File: src/cfg_bank_params.svh
// Constants of the converter configuration bank: addresses, fields, codes, reset values.
// Assumes inclusion by the bank's design file and its verification files.
//
// Contract
// - Writing one to soft reset bit clears every register, then bit reads zero.
// - Readback bit zero shows over-range on shared pin; one shifts register contents.
// - Register one bits seven to two hold six-bit output swing code.
// - Swing code applies only while swing override field is set.
// - Gain field bits seven to four of 25h, half-decibel steps to 1100.
// - Gain applies only with bypass clear and low latency disabled.
// - Pattern 000 normal data, 001 all zeros, 010 all ones.
// - Pattern 011 alternates 0101 pattern and its complement each sample.
// - Pattern 100 wide variant ramps one code per sample, wraps after 16383.
// - Pattern 100 narrow variant ramps one code every fourth sample to 4095.
// - Pattern 101 outputs custom word from 3Fh and 40h; 110/111 unused.
// - Register 26h bit one doubles output clock buffer drive.
// - Register 26h bit zero doubles all data output buffer drive.
// - Format field 3Dh bits 7:6: 00 strap, 10 twos complement, 11 offset.
// - One serial write updates all fields of that register together.
// - After reset every register holds 00h.
// - Frames of sixteen bits on clock falling edges, select low, address first.
// - In readback mode writes to all registers except zero are ignored.
// - Register 3Dh bit five enables the offset correction loop.
`ifndef CFG_BANK_PARAMS_SVH
`define CFG_BANK_PARAMS_SVH

`define REG_COUNT        15
`define REG_RESET        8'h00
`define FRAME_BITS       4'hF
`define ADDR_LAST_BIT    4'h7

`define ADDR_CTRL        8'h00
`define ADDR_SWING       8'h01
`define ADDR_PERF1       8'h03
`define ADDR_GAIN_PAT    8'h25
`define ADDR_DRIVE       8'h26
`define ADDR_FORMAT      8'h3D
`define ADDR_CUST_HI     8'h3F
`define ADDR_CUST_LO     8'h40
`define ADDR_IFACE       8'h41
`define ADDR_LATENCY     8'h42
`define ADDR_PDN_SWING   8'h43
`define ADDR_PERF2       8'h4A
`define ADDR_PEDESTAL    8'hBF
`define ADDR_LOOP        8'hCF
`define ADDR_LOW_SPEED   8'hDF

`define IDX_CTRL         4'h0
`define IDX_SWING        4'h1
`define IDX_PERF1        4'h2
`define IDX_GAIN_PAT     4'h3
`define IDX_DRIVE        4'h4
`define IDX_FORMAT       4'h5
`define IDX_CUST_HI      4'h6
`define IDX_CUST_LO      4'h7
`define IDX_IFACE        4'h8
`define IDX_LATENCY      4'h9
`define IDX_PDN_SWING    4'hA
`define IDX_PERF2        4'hB
`define IDX_PEDESTAL     4'hC
`define IDX_LOOP         4'hD
`define IDX_LOW_SPEED    4'hE

`define BIT_READBACK     0
`define BIT_SOFT_RESET   1
`define SWING_HI         7
`define SWING_LO         2
`define PERF1_HI         1
`define PERF1_LO         0
`define GAIN_HI          7
`define GAIN_LO          4
`define BIT_GAIN_BYPASS  3
`define PAT_HI           2
`define PAT_LO           0
`define BIT_CLK_DRIVE    1
`define BIT_DATA_DRIVE   0
`define FMT_HI           7
`define FMT_LO           6
`define BIT_OFFSET_LOOP  5
`define BIT_NO_LOW_LAT   3
`define SWING_EN_HI      1
`define SWING_EN_LO      0
`define BIT_PERF2        0
`define CUST_LO_HI       7
`define CUST_LO_LO       2

`define SWING_EN_ON      2'h3
`define FMT_TWOS         2'h2
`define FMT_OFFSET       2'h3
`define GAIN_NONE        4'h0
`define SWING_DEFAULT    6'h00

`define PAT_NORMAL       3'h0
`define PAT_ZEROS        3'h1
`define PAT_ONES         3'h2
`define PAT_TOGGLE       3'h3
`define PAT_RAMP         3'h4
`define PAT_CUSTOM       3'h5
`define NARROW_STEP_LAST 2'h3

`endif

File: src/cfg_bank_pkg.sv
// Types used by the configuration bank's framing logic and register file.
// Assumes nothing of its surroundings.
package cfg_bank_pkg;
  typedef logic [7:0] cfg_byte_t;
  typedef enum logic [0:0] {
    FRAME_IDLE,
    FRAME_SHIFT
  } frame_state_t;
endpackage

File: src/cfg_bank.sv
// Converter configuration bank: serial write/readback port, register file,
// output pattern generator and a two-entry output buffer.
// Assumes serial pins and the format strap come from outside CLOCK_IN's domain;
// sample stream and overrange flag come from logic on CLOCK_IN.
`include "cfg_bank_params.svh"
`timescale 1ns/1ps
`default_nettype none

module cfg_bank #(
  parameter int RESOLUTION = 14
) (
  input  wire logic                  CLOCK_IN,
  input  wire logic                  RESET_IN,
  input  wire logic                  SERIAL_SELECT_N_IN,
  input  wire logic                  SERIAL_CLOCK_IN,
  input  wire logic                  SERIAL_DATA_IN,
  input  wire logic                  FORMAT_STRAP_PIN_IN,
  input  wire logic                  OVERRANGE_IN,
  input  wire logic                  SAMPLE_VALID_IN,
  input  wire logic [RESOLUTION-1:0] SAMPLE_DATA_IN,
  output var  logic                  SAMPLE_READY_OUT,
  output var  logic                  DATA_VALID_OUT,
  output var  logic [RESOLUTION-1:0] DATA_OUT,
  input  wire logic                  DATA_READY_IN,
  output var  logic                  OVERRANGE_OR_READBACK_OUT,
  output var  logic [5:0]            SWING_CODE_OUT,
  output var  logic [1:0]            PERFORMANCE_BOOST_ONE_OUT,
  output var  logic                  PERFORMANCE_BOOST_TWO_OUT,
  output var  logic [3:0]            GAIN_CODE_OUT,
  output var  logic                  OUT_CLOCK_DRIVE_DOUBLE_OUT,
  output var  logic                  DATA_DRIVE_DOUBLE_OUT,
  output var  logic                  OFFSET_LOOP_ENABLE_OUT
);

  initial begin
    if (RESOLUTION != 14 && RESOLUTION != 12) begin
      $error("cfg_bank: RESOLUTION must be 12 or 14");
    end
  end

  // The register index is four bits wide
  initial begin
    if (`REG_COUNT > 16) begin
      $error("cfg_bank: register map exceeds the four-bit index");
    end
  end

  // Pin synchronisers: stage one feeds only stage two
  logic                    sel_n_s1_reg;
  logic                    sel_n_s2_reg;
  logic                    sclk_s1_reg;
  logic                    sclk_s2_reg;
  logic                    sclk_prev_reg;
  logic                    serial_data_in_s1_reg;
  logic                    serial_data_in_s2_reg;
  logic                    strap_s1_reg;
  logic                    strap_s2_reg;

  always_ff @(posedge CLOCK_IN) begin
    if (RESET_IN) begin
      sel_n_s1_reg  <= 1'b1;
      sel_n_s2_reg  <= 1'b1;
      sclk_s1_reg   <= 1'b0;
      sclk_s2_reg   <= 1'b0;
      sclk_prev_reg <= 1'b0;
      serial_data_in_s1_reg  <= 1'b0;
      serial_data_in_s2_reg  <= 1'b0;
    end else begin
      sel_n_s1_reg  <= SERIAL_SELECT_N_IN;
      sel_n_s2_reg  <= sel_n_s1_reg;
      sclk_s1_reg   <= SERIAL_CLOCK_IN;
      sclk_s2_reg   <= sclk_s1_reg;
      sclk_prev_reg <= sclk_s2_reg;
      serial_data_in_s1_reg  <= SERIAL_DATA_IN;
      serial_data_in_s2_reg  <= serial_data_in_s1_reg;
    end
  end

  // The strap is a static level; two stages only keep metastability out
  always_ff @(posedge CLOCK_IN) begin
    if (RESET_IN) begin
      strap_s1_reg <= 1'b0;
      strap_s2_reg <= 1'b0;
    end else begin
      strap_s1_reg <= FORMAT_STRAP_PIN_IN;
      strap_s2_reg <= strap_s1_reg;
    end
  end

  // Data and clock share the same latency, so data sampled at the detected edge
  // is the bit that stood at the pin edge; hold time covers the sync delay.
  logic sclk_fall;
  assign sclk_fall = sclk_prev_reg & ~sclk_s2_reg & ~sel_n_s2_reg;

  // Serial framing
  cfg_bank_pkg::frame_state_t state_reg;
  logic [3:0]                 bit_cnt_reg;
  logic [14:0]                shift_reg;
  logic [15:0]                frame_word;
  logic                       frame_done;

  assign frame_word = {shift_reg, serial_data_in_s2_reg};
  assign frame_done = sclk_fall && (bit_cnt_reg == `FRAME_BITS);

  always_ff @(posedge CLOCK_IN) begin
    if (RESET_IN) begin
      state_reg   <= cfg_bank_pkg::FRAME_IDLE;
      bit_cnt_reg <= 4'h0;
      shift_reg   <= 15'h0000;
    end else begin
      case (state_reg)
        cfg_bank_pkg::FRAME_IDLE: begin
          bit_cnt_reg <= 4'h0;
          if (!sel_n_s2_reg) begin
            state_reg <= cfg_bank_pkg::FRAME_SHIFT;
          end
        end
        cfg_bank_pkg::FRAME_SHIFT: begin
          if (sel_n_s2_reg) begin
            // A partial word at select release is dropped
            state_reg <= cfg_bank_pkg::FRAME_IDLE;
          end else if (sclk_fall) begin
            shift_reg   <= frame_word[14:0];
            bit_cnt_reg <= bit_cnt_reg + 4'h1;
          end
        end
        default: begin
          state_reg <= cfg_bank_pkg::FRAME_IDLE;
        end
      endcase
    end
  end

  // Register file
  function automatic logic [4:0] reg_lookup(input logic [7:0] addr);
    logic [4:0] hit;
    hit = 5'h00;
    case (addr)
      `ADDR_CTRL:      hit = {1'b1, `IDX_CTRL};
      `ADDR_SWING:     hit = {1'b1, `IDX_SWING};
      `ADDR_PERF1:     hit = {1'b1, `IDX_PERF1};
      `ADDR_GAIN_PAT:  hit = {1'b1, `IDX_GAIN_PAT};
      `ADDR_DRIVE:     hit = {1'b1, `IDX_DRIVE};
      `ADDR_FORMAT:    hit = {1'b1, `IDX_FORMAT};
      `ADDR_CUST_HI:   hit = {1'b1, `IDX_CUST_HI};
      `ADDR_CUST_LO:   hit = {1'b1, `IDX_CUST_LO};
      `ADDR_IFACE:     hit = {1'b1, `IDX_IFACE};
      `ADDR_LATENCY:   hit = {1'b1, `IDX_LATENCY};
      `ADDR_PDN_SWING: hit = {1'b1, `IDX_PDN_SWING};
      `ADDR_PERF2:     hit = {1'b1, `IDX_PERF2};
      `ADDR_PEDESTAL:  hit = {1'b1, `IDX_PEDESTAL};
      `ADDR_LOOP:      hit = {1'b1, `IDX_LOOP};
      `ADDR_LOW_SPEED: hit = {1'b1, `IDX_LOW_SPEED};
      default:         hit = 5'h00;
    endcase
    return hit;
  endfunction

  cfg_bank_pkg::cfg_byte_t cfg_reg [0:`REG_COUNT-1];
  logic [4:0]              wr_hit;
  logic                    readback_on;
  logic                    soft_reset;
  logic                    wr_allowed;

  assign wr_hit      = reg_lookup(frame_word[15:8]);
  assign readback_on = cfg_reg[`IDX_CTRL][`BIT_READBACK];
  // Register zero stays writable so readback mode can be left
  assign wr_allowed  = wr_hit[4] && (!readback_on || wr_hit[3:0] == `IDX_CTRL);
  assign soft_reset  = frame_done && wr_allowed && wr_hit[3:0] == `IDX_CTRL
                       && frame_word[`BIT_SOFT_RESET];

  always_ff @(posedge CLOCK_IN) begin
    if (RESET_IN || soft_reset) begin
      // Soft reset clears its own bit too, so it never reads back as one
      for (int i = 0; i < `REG_COUNT; i++) begin
        cfg_reg[i] <= `REG_RESET;
      end
    end else if (frame_done && wr_allowed) begin
      cfg_reg[wr_hit[3:0]] <= frame_word[7:0];
    end
  end

  // Readback shifter: loaded after the eighth address bit, MSB first,
  // moves on each later falling edge so the controller samples it on the next.
  logic [4:0] rd_hit;
  logic [7:0] rd_shift_reg;
  logic [7:0] rd_byte;

  assign rd_hit  = reg_lookup(frame_word[7:0]);
  // Register zero and unmapped addresses read as zero
  always_comb begin
    if (rd_hit[4] && rd_hit[3:0] != `IDX_CTRL) begin
      rd_byte = cfg_reg[rd_hit[3:0]];
    end else begin
      rd_byte = `REG_RESET;
    end
  end

  always_ff @(posedge CLOCK_IN) begin
    if (RESET_IN) begin
      rd_shift_reg <= 8'h00;
    end else if (sclk_fall && state_reg == cfg_bank_pkg::FRAME_SHIFT) begin
      if (bit_cnt_reg == `ADDR_LAST_BIT) begin
        rd_shift_reg <= rd_byte;
      end else begin
        rd_shift_reg <= {rd_shift_reg[6:0], 1'b0};
      end
    end
  end

  always_ff @(posedge CLOCK_IN) begin
    if (RESET_IN) begin
      OVERRANGE_OR_READBACK_OUT <= 1'b0;
    end else if (readback_on) begin
      OVERRANGE_OR_READBACK_OUT <= rd_shift_reg[7];
    end else begin
      OVERRANGE_OR_READBACK_OUT <= OVERRANGE_IN;
    end
  end

  // Field decode to registered controls
  logic [1:0] swing_enable;
  logic [1:0] fmt_sel;
  logic       gain_active;

  assign swing_enable = cfg_reg[`IDX_PDN_SWING][`SWING_EN_HI:`SWING_EN_LO];
  assign fmt_sel      = cfg_reg[`IDX_FORMAT][`FMT_HI:`FMT_LO];
  assign gain_active  = !cfg_reg[`IDX_GAIN_PAT][`BIT_GAIN_BYPASS]
                        && cfg_reg[`IDX_LATENCY][`BIT_NO_LOW_LAT];

  // Gated controls: the analog side sees the default until the gate opens
  always_ff @(posedge CLOCK_IN) begin
    if (RESET_IN) begin
      SWING_CODE_OUT <= `SWING_DEFAULT;
      GAIN_CODE_OUT  <= `GAIN_NONE;
    end else begin
      SWING_CODE_OUT <= (swing_enable == `SWING_EN_ON)
                        ? cfg_reg[`IDX_SWING][`SWING_HI:`SWING_LO]
                        : `SWING_DEFAULT;
      GAIN_CODE_OUT <= gain_active ? cfg_reg[`IDX_GAIN_PAT][`GAIN_HI:`GAIN_LO]
                                   : `GAIN_NONE;
    end
  end

  always_ff @(posedge CLOCK_IN) begin
    if (RESET_IN) begin
      PERFORMANCE_BOOST_ONE_OUT  <= 2'h0;
      PERFORMANCE_BOOST_TWO_OUT  <= 1'b0;
      OUT_CLOCK_DRIVE_DOUBLE_OUT <= 1'b0;
      DATA_DRIVE_DOUBLE_OUT      <= 1'b0;
      OFFSET_LOOP_ENABLE_OUT     <= 1'b0;
    end else begin
      // Undefined codes 01/10 are passed through unchanged for the analog side
      PERFORMANCE_BOOST_ONE_OUT  <= cfg_reg[`IDX_PERF1][`PERF1_HI:`PERF1_LO];
      PERFORMANCE_BOOST_TWO_OUT  <= cfg_reg[`IDX_PERF2][`BIT_PERF2];
      OUT_CLOCK_DRIVE_DOUBLE_OUT <= cfg_reg[`IDX_DRIVE][`BIT_CLK_DRIVE];
      DATA_DRIVE_DOUBLE_OUT      <= cfg_reg[`IDX_DRIVE][`BIT_DATA_DRIVE];
      OFFSET_LOOP_ENABLE_OUT     <= cfg_reg[`IDX_FORMAT][`BIT_OFFSET_LOOP];
    end
  end

  // Pattern generator
  localparam logic [RESOLUTION-1:0] TOGGLE_WORD = RESOLUTION'({(RESOLUTION/2){2'b01}});

  logic [2:0]            pattern;
  logic                  sample_take;
  logic                  toggle_phase_reg;
  logic [RESOLUTION-1:0] ramp_reg;
  logic [1:0]            ramp_step_reg;
  logic [13:0]           custom_word;
  logic                  twos_out;
  logic [RESOLUTION-1:0] word_next;

  assign pattern     = cfg_reg[`IDX_GAIN_PAT][`PAT_HI:`PAT_LO];
  assign custom_word = {cfg_reg[`IDX_CUST_HI], cfg_reg[`IDX_CUST_LO][`CUST_LO_HI:`CUST_LO_LO]};
  assign sample_take = SAMPLE_VALID_IN && SAMPLE_READY_OUT;

  always_comb begin
    case (fmt_sel)
      `FMT_TWOS:   twos_out = 1'b1;
      `FMT_OFFSET: twos_out = 1'b0;
      default:     twos_out = !strap_s2_reg;
    endcase
  end

  always_comb begin
    case (pattern)
      // Samples arrive offset binary; twos complement flips the sign bit
      `PAT_NORMAL: word_next = SAMPLE_DATA_IN ^ {twos_out, {(RESOLUTION-1){1'b0}}};
      `PAT_ZEROS:  word_next = '0;
      `PAT_ONES:   word_next = '1;
      `PAT_TOGGLE: word_next = toggle_phase_reg ? ~TOGGLE_WORD : TOGGLE_WORD;
      `PAT_RAMP:   word_next = ramp_reg;
      `PAT_CUSTOM: word_next = custom_word[13 -: RESOLUTION];
      default:     word_next = '0;
    endcase
  end

  // Pattern state steps once per accepted sample, so a stall holds the sequence
  always_ff @(posedge CLOCK_IN) begin
    if (RESET_IN || soft_reset) begin
      toggle_phase_reg <= 1'b0;
    end else if (sample_take) begin
      toggle_phase_reg <= (pattern == `PAT_TOGGLE) ? !toggle_phase_reg : 1'b0;
    end
  end

  always_ff @(posedge CLOCK_IN) begin
    if (RESET_IN || soft_reset) begin
      ramp_reg         <= '0;
      ramp_step_reg    <= 2'h0;
    end else if (sample_take) begin
      if (pattern != `PAT_RAMP) begin
        ramp_reg      <= '0;
        ramp_step_reg <= 2'h0;
      end else if (RESOLUTION == 14) begin
        ramp_reg <= ramp_reg + 1'b1;
      end else begin
        ramp_step_reg <= ramp_step_reg + 2'h1;
        if (ramp_step_reg == `NARROW_STEP_LAST) begin
          ramp_reg <= ramp_reg + 1'b1;
        end
      end
    end
  end

  // Two-entry output buffer: head drives the outputs, spare catches a word
  // accepted in the cycle the receiver stalls.
  logic [RESOLUTION-1:0] spare_data_reg;
  logic                  spare_valid_reg;
  logic                  head_free;
  logic                  spare_valid_next;

  assign head_free        = !DATA_VALID_OUT || DATA_READY_IN;

  always_comb begin
    if (spare_valid_reg) begin
      spare_valid_next = !head_free;
    end else begin
      spare_valid_next = sample_take && !head_free;
    end
  end

  // Ready is registered, so it drops one word late: the spare absorbs that word
  always_ff @(posedge CLOCK_IN) begin
    if (RESET_IN) begin
      spare_valid_reg  <= 1'b0;
      SAMPLE_READY_OUT <= 1'b0;
    end else begin
      spare_valid_reg  <= spare_valid_next;
      SAMPLE_READY_OUT <= !spare_valid_next;
    end
  end

  always_ff @(posedge CLOCK_IN) begin
    if (RESET_IN) begin
      DATA_VALID_OUT   <= 1'b0;
      DATA_OUT         <= '0;
      spare_data_reg   <= '0;
    end else begin
      if (head_free) begin
        if (spare_valid_reg) begin
          DATA_OUT       <= spare_data_reg;
          DATA_VALID_OUT <= 1'b1;
        end else begin
          DATA_VALID_OUT <= sample_take;
          if (sample_take) begin
            DATA_OUT <= word_next;
          end
        end
      end else if (sample_take) begin
        spare_data_reg <= word_next;
      end
    end
  end

endmodule

`default_nettype wire

File: config.mk
export PLATFORM = sky130hd
export DESIGN_NAME = cfg_bank
export DESIGN_NICKNAME = d
export VERILOG_FILES = /design/src/cfg_bank_pkg.sv /design/src/cfg_bank.sv
export VERILOG_INCLUDE_DIRS = /design/src
export SDC_FILE = /design/constraint.sdc
export NUM_CORES = 1
export LEC_CHECK = 0
export BUFFER_PORTS_ARGS = -buffer_cell sky130_fd_sc_hd__buf_2
export CORE_UTILIZATION = 65
export DETAILED_ROUTE_END_ITERATION = 6
export PLACE_DENSITY = 0.84
export SETUP_SLACK_MARGIN = 0.3
export SLEW_MARGIN = 15
export SYNTH_ARGS = -nofsm -noshare
export SYNTH_HDL_FRONTEND = slang
export SYNTH_SLANG_ARGS = --single-unit
File: constraint.sdc
create_clock -name CLOCK_IN -period 5.4 [get_ports CLOCK_IN]
set_input_delay 1.62 -clock CLOCK_IN [delete_from_list [all_inputs] [get_ports CLOCK_IN]]
set_output_delay 1.62 -clock CLOCK_IN [all_outputs]
set_load 0.05 [all_outputs]
# [Word level (Yosys, flattened, before mapping)]
# Memory sizes are Yosys's and may differ from the RTL's. A register that Yosys moved wholly into a read port is not among the register bits.
# Index checks and enable logic that the tools add are counted.
[totals] elab_cells=134 in_bits=23 regBits=89 ram_bits=120 out_inout_bits=33 n_memories=1
[memory_table] memory="cfg_reg" words=15 word_bits=8 rd=12 rd_ports_with_merged_regs=4 wr=15 line_no="cfg_bank.sv:159" text="cfg_bank_pkg::cfg_byte_t cfg_reg [0:`REG_COUNT-1];"
[classes] n_reduce_logical=33 bitwise_logic=9 n_eq_ne=40 n_addsub=2 muxes=26
[op_table] operator="$pmux W5 S15" n=2
[op_table] operator="$eq A8 B7 Y1 const B" n=10
[op_table] operator="$pmux W14 S5" n=1
[op_table] operator="$eq A8 B6 Y1 const B" n=8
[op_table] operator="$mux W14" n=4
[op_table] operator="$eq A8 B8 Y1 const B" n=6
[op_table] operator="$mux W8" n=3
[op_table] operator="$eq A8 B1 Y1 const B" n=2
[op_table] operator="$eq A8 B2 Y1 const B" n=2
[op_table] operator="$logic_not A8 Y1" n=2
[op_table] operator="$add A14 B1 Y14 const B" n=1
[op_table] operator="$xor A14 B14 Y14" n=1
[op_table] operator="$mux W4" n=3
[op_table] operator="$mux W1" n=11
[op_table] operator="$logic_and A1 B1 Y1" n=10
[op_table] operator="$pmux W4 S2" n=1
[op_table] operator="$reduce_or A8 Y1" n=1
[op_table] operator="$logic_not A1 Y1" n=7
[op_table] operator="$eq A2 B2 Y1 const B" n=3
[op_table] operator="$eq A3 B2 Y1 const B" n=2
[op_table] operator="$eq A3 B3 Y1 const B" n=2
[op_table] operator="$not A1 Y1" n=6
[op_table] operator="$reduce_and A2 Y1" n=3
[op_table] operator="$add A4 B1 Y4 const B" n=1
[op_table] operator="13 further kinds" n=18

# [Depth between registers and ports, before layout]
# Gate-level depths: netlist of the first run.
[logic_depth] word_depth=13 ltp_mapped=12

# [Least setup slack after synthesis of the first run]
# No wires, ideal clock.
[synth_timing] kind="input -> register" startpoint="input RESET_IN" endpoint="memory cfg_reg[2][0] (netlist name), enable pin" t_arrival_ps=2846 path_stages=4 path_buffers=1 required_time_ps=5016 setup_time_ps=384 slack_ps=2170 path_cell_list="clkbuf_1 -> nor2b_1 -> nand3_1 -> o21ai_0"
[synth_rtl] item="start, declared" line_no="cfg_bank.sv:13" text="input wire logic RESET_IN,"
[synth_rtl] item="end, declared" line_no="cfg_bank.sv:159"

# [Worst setup path in the final report of the first run]
[layout_timing] startpoint="register serial_data_in_s2_reg" endpoint="register rd_shift_reg[7]"
[layout_via] elab_chain_cells=6
[layout_lines] item="start, declared" line_no="cfg_bank.sv:55" text="logic serial_data_in_s2_reg;"
[layout_lines] item="start signal, assigned" line_no="cfg_bank.sv:75" text="serial_data_in_s2_reg <= serial_data_in_s1_reg;"
[layout_lines] item="$eq A8 B8 Y1 (tied with other cells)" line_no="cfg_bank.sv:138" text="case (addr)"
[layout_lines] item="$pmux W5 S15 *" line_no="cfg_bank.sv:138"
[layout_lines] item="branches (longest 2 deep; another with $mem_v2 Z15 W8)"
[layout_lines] item="$mux W8 *" line_no="cfg_bank.sv:192" text="if (rd_hit[4] && rd_hit[3:0] != `IDX_CTRL) begin"
[layout_lines] item="$mux W8 *" line_no="cfg_bank.sv:203" text="if (bit_cnt_reg == `ADDR_LAST_BIT) begin"
[layout_lines] item="end signal, assigned" line_no="cfg_bank.sv:204" text="rd_shift_reg <= rd_byte;"
[layout_lines] item="end signal, assigned" line_no="cfg_bank.sv:206" text="rd_shift_reg <= {rd_shift_reg[6:0], 1'b0};"
[layout_lines] item="end, declared" line_no="cfg_bank.sv:186" text="logic [7:0] rd_shift_reg;"
# Mark *: on every way between the ends.
# A chain may end at the register's enable or synchronous reset.

==> results.yml, run 1 <==
run_status:
  outcome: "finished clean"
synthesis:
  yosysMostFrequentCell: "nand2_1"
  ys.warnings.count: 0
  netlist_instances: 1060
  synthTopCellsByCount: "nand2_1, edfxtp_1, and2_1"
  ys_async_sr_fraction_pct: 0
  synthesis.area_um2: 10800
  ys_dominant_reg_cell: "edfxtp_1"
  yosysTopAreaCell: "edfxtp_1"
  synth.yosys.seq_area_share_pct: 53.1
  synth_top_area_share_pct: 34.5
  synth-seq-cells: 224
  synth_edf_count: 124
  syn_area_per_cell_um2: 10.2
  ys_types: 85
  netlist_top_cells_area: "edfxtp_1, dfxtp_1, and2_1, nand2_1, mux2i_1"
worst_setup_path:
  start_kind: "flip-flop"
  cp.required_ps: 5780
  cp.arrival_ps: 4260
  ff2ff_setup_slack_ps: 1510
  worstReg2RegStart: "serial_data_in_s2_reg"
  path_class: "flip-flop to flip-flop"
  endpoint_kind: "flip-flop"
  crit_fanout: 31
  reg2reg_depth: 9
  r2r_end: "rd_shift_reg[7]"
die:
  design.die.area_um2: 17100
  num_rows: 46
  die_x_um: 131
  die_y_um: 131
  coreArea_um2: 16100
  start_util_pct: 67.2
  ioPinCount: 56
clocking:
  clk_path_buf_depth: 3
  cts_buffers: 23
  cts_tree: "built"
  insertion_delay_ps: 530
  cts_root_buf: "clkbuf_16"
  cts_resized: 0
  path_clk_slew_ps: 70
  htree_levels: 1
  cts_sinks: 224
  postCtsSetupBuffers: 0
  cts_hold_buffers: 0
placed_design:
  place_area_um2: 11100
  place_congestion: 0.982
  numPortBuffers: 55
  dp_slack_ps: 1590
  hpwlAfterDp_um: 18200
grt:
  grt_max_degree: 61
  grt_util_met2_pct: 47.6
  antenna_found_initial: 0
  grt_overflow: 0
  grt_pass1_vias: 7381
  grt_use_met3_pct: 6.39
  grt_use_total_pct: 32.0
  grtUsageMet1_pct: 46.2
  grt-busiest-layer: "met2"
  grt_pass1_wl_um: 40800
power:
  leakage_nw: 4.36
  vdd_drop_max_mv: 0.315
  powerDensity_nw_per_um2: 312
  power.total_mw: 3.71
sta:
  layout_setup_ws_ps: 1510
  post-route-min-period_ps: 3890
  slew_headroom_pct: 15.2
  fin_crit_sh_pct: 72.0
  fin_skew_ps: 25.6
  finalHoldViolCount: 0
  rsz0062_at_grt: "false"
  slew_viol_final: 0
  fin_setup_tns_ps: 0
  max_freq_mhz: 257
  tightestPinTransition_ps: 1270
  setup-violations-final: 0
layout:
  multiInputGateArea_um2: 4710
  antenna_cells: 0
  final_nets: 1105
  layout-drive-gt1-share_pct: 14.3
  largest_register_ffs: 124
  fillers: 1095
  seq_area_um2: 5730
  areaGrowthSynthToFinish_pct: 10.0
  final_area_um2: 11900
routing:
  dr.pass1.iters: 5
  drt-total-wl_um: 26900
  viasPerCell: 6.24
  vias: 8198
  drcViolationCount: 0
  ant_nets: 0
  wl_per_cell_um: 20.5
  drtIter0Drc: 965
hold_path:
  hold_path_class: "flip-flop to flip-flop"
  hold_start: "sel_n_s1_reg"
  hold_end: "sel_n_s2_reg"
  min_path_cells: 1
flow_run:
  drv_cap: 0
-- power breakdown --
part,leakage (nW),total [mW],internal [mW],switching (mW)
Clock,0.378,1.60,0.938,0.665
Combinational,1.99,0.204,0.0635,0.141
Sequential,1.99,1.90,1.86,0.0401
-- how the worst max path moves through the flow --
stage          slack (ps)                   from         endpoint  cells past startpoint
4_1_cts              1580  serial_data_in_s2_reg  rd_shift_reg[5]                      9
5_1_grt              1250  serial_data_in_s2_reg  rd_shift_reg[7]                      9
3_5_place_dp         1590  serial_data_in_s2_reg  rd_shift_reg[5]                      9
3_3_place_gp         1660               RESET_IN    cfg_reg[3][4]                      4
6_report             1510  serial_data_in_s2_reg  rd_shift_reg[7]                      9
2_1_floorplan        2170               RESET_IN    cfg_reg[2][0]                      4
-- cell type report --
class / instances / area share, %
flip-flops and latches: 224 / 48.3
multi-input cells: 758 / 39.7
clock buffers: 30 / 5.41
repair buffers: 67 / 3.08
well taps: 216 / 2.28
clock inverters: 12 / 1.04
inverters: 6 / 0.190
-- critical path: stages, from the launching register on --
cell and delay (ps):
dfxtp_1 1080, and3b_1 290, o211ai_1 250, nand3_2 410, nor2_1 720, buf_4 320
mux2i_1 240, mux2i_1 110, o2111ai_1 200, o32ai_1 90
-- metal layers --
metal	vias up	part of all wire, %	wire length [µm]
li1	3795	-	-
met1	3873	40	10900
met3	67	11	3040
met5	-	0	0
met2	463	45	12200
met4	0	3.0	797
-- kinds of logic after synthesis --
| group | count (synthesis) | share of synthesized area (%) |
|---|---|---|
| buf+inv | 82 | 3.36 |
| fa+ha+maj | 2 | 0.232 |
| flops | 224 | 53.1 |
| compound gates | 193 | 11.6 |
| mux | 61 | 6.11 |
| other cells | 1 | 0.0348 |
| simple gates | 480 | 24.2 |
| xor+xnor | 17 | 1.38 |
-- per-stage QoR --
stage          hold WS, ps  util [%]  cells
5_1_grt                434      73.9   1313
3_3_place_gp           395      69.1   1271
3_5_place_dp           396      69.1   1271
2_1_floorplan          389         -   1064
6_report               409      73.9   1313
4_1_cts                409      73.9   1313
-- cells in the final DEF (no fill, tap or decap), types with 5 or more instances in the layout --
cell type | synthesis | final
a211oi_1 | 22 | 22
a21oi_1 | 75 | 75
a31oi_1 | 8 | 8
and2_1 | 117 | 117
and3_1 | 15 | 15
buf_2 | 17 | 55
buf_4 | 5 | 12
clkbuf_16 | 0 | 23
clkinv_2 | 0 | 5
conb_1 | 1 | 5
dfxtp_1 | 100 | 100
edfxtp_1 | 124 | 124
inv_1 | 5 | 5
mux2_2 | 15 | 15
mux2i_1 | 43 | 43
nand2_1 | 145 | 145
nand2b_1 | 15 | 15
nand3_1 | 18 | 18
nand4_1 | 8 | 8
nor2_1 | 63 | 63
nor2b_1 | 20 | 20
nor3_1 | 13 | 13
nor3b_1 | 7 | 7
nor4_1 | 9 | 9
o21ai_0 | 33 | 30
o221ai_1 | 5 | 5
o22a_1 | 8 | 8
o32ai_1 | 5 | 5
xnor2_1 | 5 | 5
xor2_1 | 12 | 12
Power figures use the tool's default switching activity.
==> run 2: changes to the inputs <==
Settings changed: CORE_UTILIZATION 65 to 55, PLACE_DENSITY 0.84 to 0.76.
Clock period 5.4 ns to 3.2 ns, I/O delays scaled along.
==> results.yml, run 2 (synthesis gave the netlist of run 1 again) <==
routing:
  drt-total-wl_um: 28000
  dr.pass1.iters: 5
  wl_per_cell_um: 19.6
  vias: 8352
  drcViolationCount: 0
  ant_nets: 0
  viasPerCell: 5.87
  drtIter0Drc: 806
layout:
  final_area_um2: 12600
  fillers: 1438
  final_nets: 1171
  seq_area_um2: 5730
  antenna_cells: 0
  multiInputGateArea_um2: 4870
  largest_register_ffs: 124
  stdcell_count: 1423
  final_cell_mix: "nand2_1, edfxtp_1, and2_1, dfxtp_1, buf_4"
  final_common_cell: "nand2_1"
  areaGrowthSynthToFinish_pct: 17.1
  layout-drive-gt1-share_pct: 21.1
sta:
  worst_hold_slack_ps: 409
  fin_crit_sh_pct: 90.4
  fin_skew_ps: 12.0
  max_freq_mhz: 346
  post-route-min-period_ps: 2890
  slew_headroom_pct: 44.7
  setup-violations-final: 0
  tightestPinTransition_ps: 828
  layout_setup_ws_ps: 307
  slew_viol_final: 0
  rsz0062_at_grt: "false"
  fin_setup_tns_ps: 0
  finalHoldViolCount: 0
worst_setup_path:
  path_class: "flip-flop to flip-flop"
  cp.required_ps: 3600
  crit_fanout: 14
  slowest_delay_ps: 480
  start_kind: "flip-flop"
  endpoint_kind: "flip-flop"
  cp.arrival_ps: 3290
  critPathSlowestCell: "nor3_1"
  crit_chain: "or3_1 > nor3_1 > o221ai_1 > and2_1 > buf_4 > mux4_2 > nand2_1 > a21o_1 > a31oi_1"
placed_design:
  hpwlAfterDp_um: 19600
  place_area_um2: 11700
  place_congestion: 0.942
  dp_slack_ps: 153
  numPortBuffers: 55
  dp_cells: 1379
grt:
  grt_use_total_pct: 28.0
  grt_pass1_wl_um: 43200
  grt_pass1_vias: 7807
  antenna_found_initial: 0
  grt-busiest-layer: "met2"
  grtUsageMet1_pct: 39.9
  grt_max_degree: 73
  grt_overflow: 0
  grt_use_met3_pct: 4.41
  grt_util_met2_pct: 43.4
power:
  powerDensity_nw_per_um2: 507
  vdd_drop_max_mv: 0.385
  leakage_nw: 4.72
hold_path:
  hold_path_class: "flip-flop to flip-flop"
clocking:
  htree_levels: 1
  insertion_delay_ps: 520
  cts_hold_buffers: 0
  cts_root_buf: "clkbuf_16"
  path_clk_slew_ps: 70
  cts_tree: "built"
  cts_buffers: 24
  cts_sinks: 224
  clk_path_buf_depth: 3
die:
  num_rows: 50
  die_y_um: 142
  coreArea_um2: 19000
  ioPinCount: 56
  die_x_um: 142
  start_util_pct: 56.9
  design.die.area_um2: 20200
run_status:
  outcome: "finished clean"
flow_run:
  drv_cap: 0
==> run 2: critical path: cells and delay by family, from the launching register on <==
family,cells,cell delay [ps]
mux,1,420
flops,1,410
simple gates,4,1250
buf+inv,1,170
compound gates,3,520
==> run 2: power breakdown <==
group / switching (mW) / leakage, nW / internal (mW) / total (mW)
Combinational: 0.256 / 2.34 / 0.128 / 0.384
Clock: 1.13 / 0.386 / 1.70 / 2.83
Sequential: 0.0568 / 1.99 / 3.14 / 3.19
==> run 2: layout make-up <==
cell class	count	area share, %
well taps	260	2.58
multi-input cells	758	38.6
inverters	6	0.178
clock buffers	35	5.32
clock inverters	8	1.01
flip-flops and latches	224	45.3
repair buffers	132	7.01
==> run 2: worst paths after layout <==
check                    start  cells past startpoint              end  slack, ps
setup / recovery  shift_reg[6]                      9  rd_shift_reg[6]        310
hold / removal    sel_n_s2_reg                      1        state_reg        410
setup reg to reg  shift_reg[6]                      9  rd_shift_reg[6]        310
hold reg to reg   sel_n_s2_reg                      1        state_reg        410
==> run 2: what timing repair did <==
item / CTS / global route
setup buffers: 0 / 1
cloned: 0 / 0
endpoints found under the setup margin: 65 / 176
resized for setup: 10 / 29
pin swaps: 0 / 7
==> run 2: through the flow <==
step / util, % / total power [mW]
after floorplan: - / 3.49
after global placement: 61.5 / 3.61
after detailed placement: 61.5 / 3.62
after CTS: 65.9 / 6.42
after global routing: 66.6 / 6.59
final: 66.6 / 6.40
==> run 2: metal layers <==
metal / share of wire (%) / vias to the layer above
met4: 3.2 / 0
met3: 9.2 / 74
met5: 0 / -
li1: - / 3925
met2: 44 / 397
met1: 43 / 3956
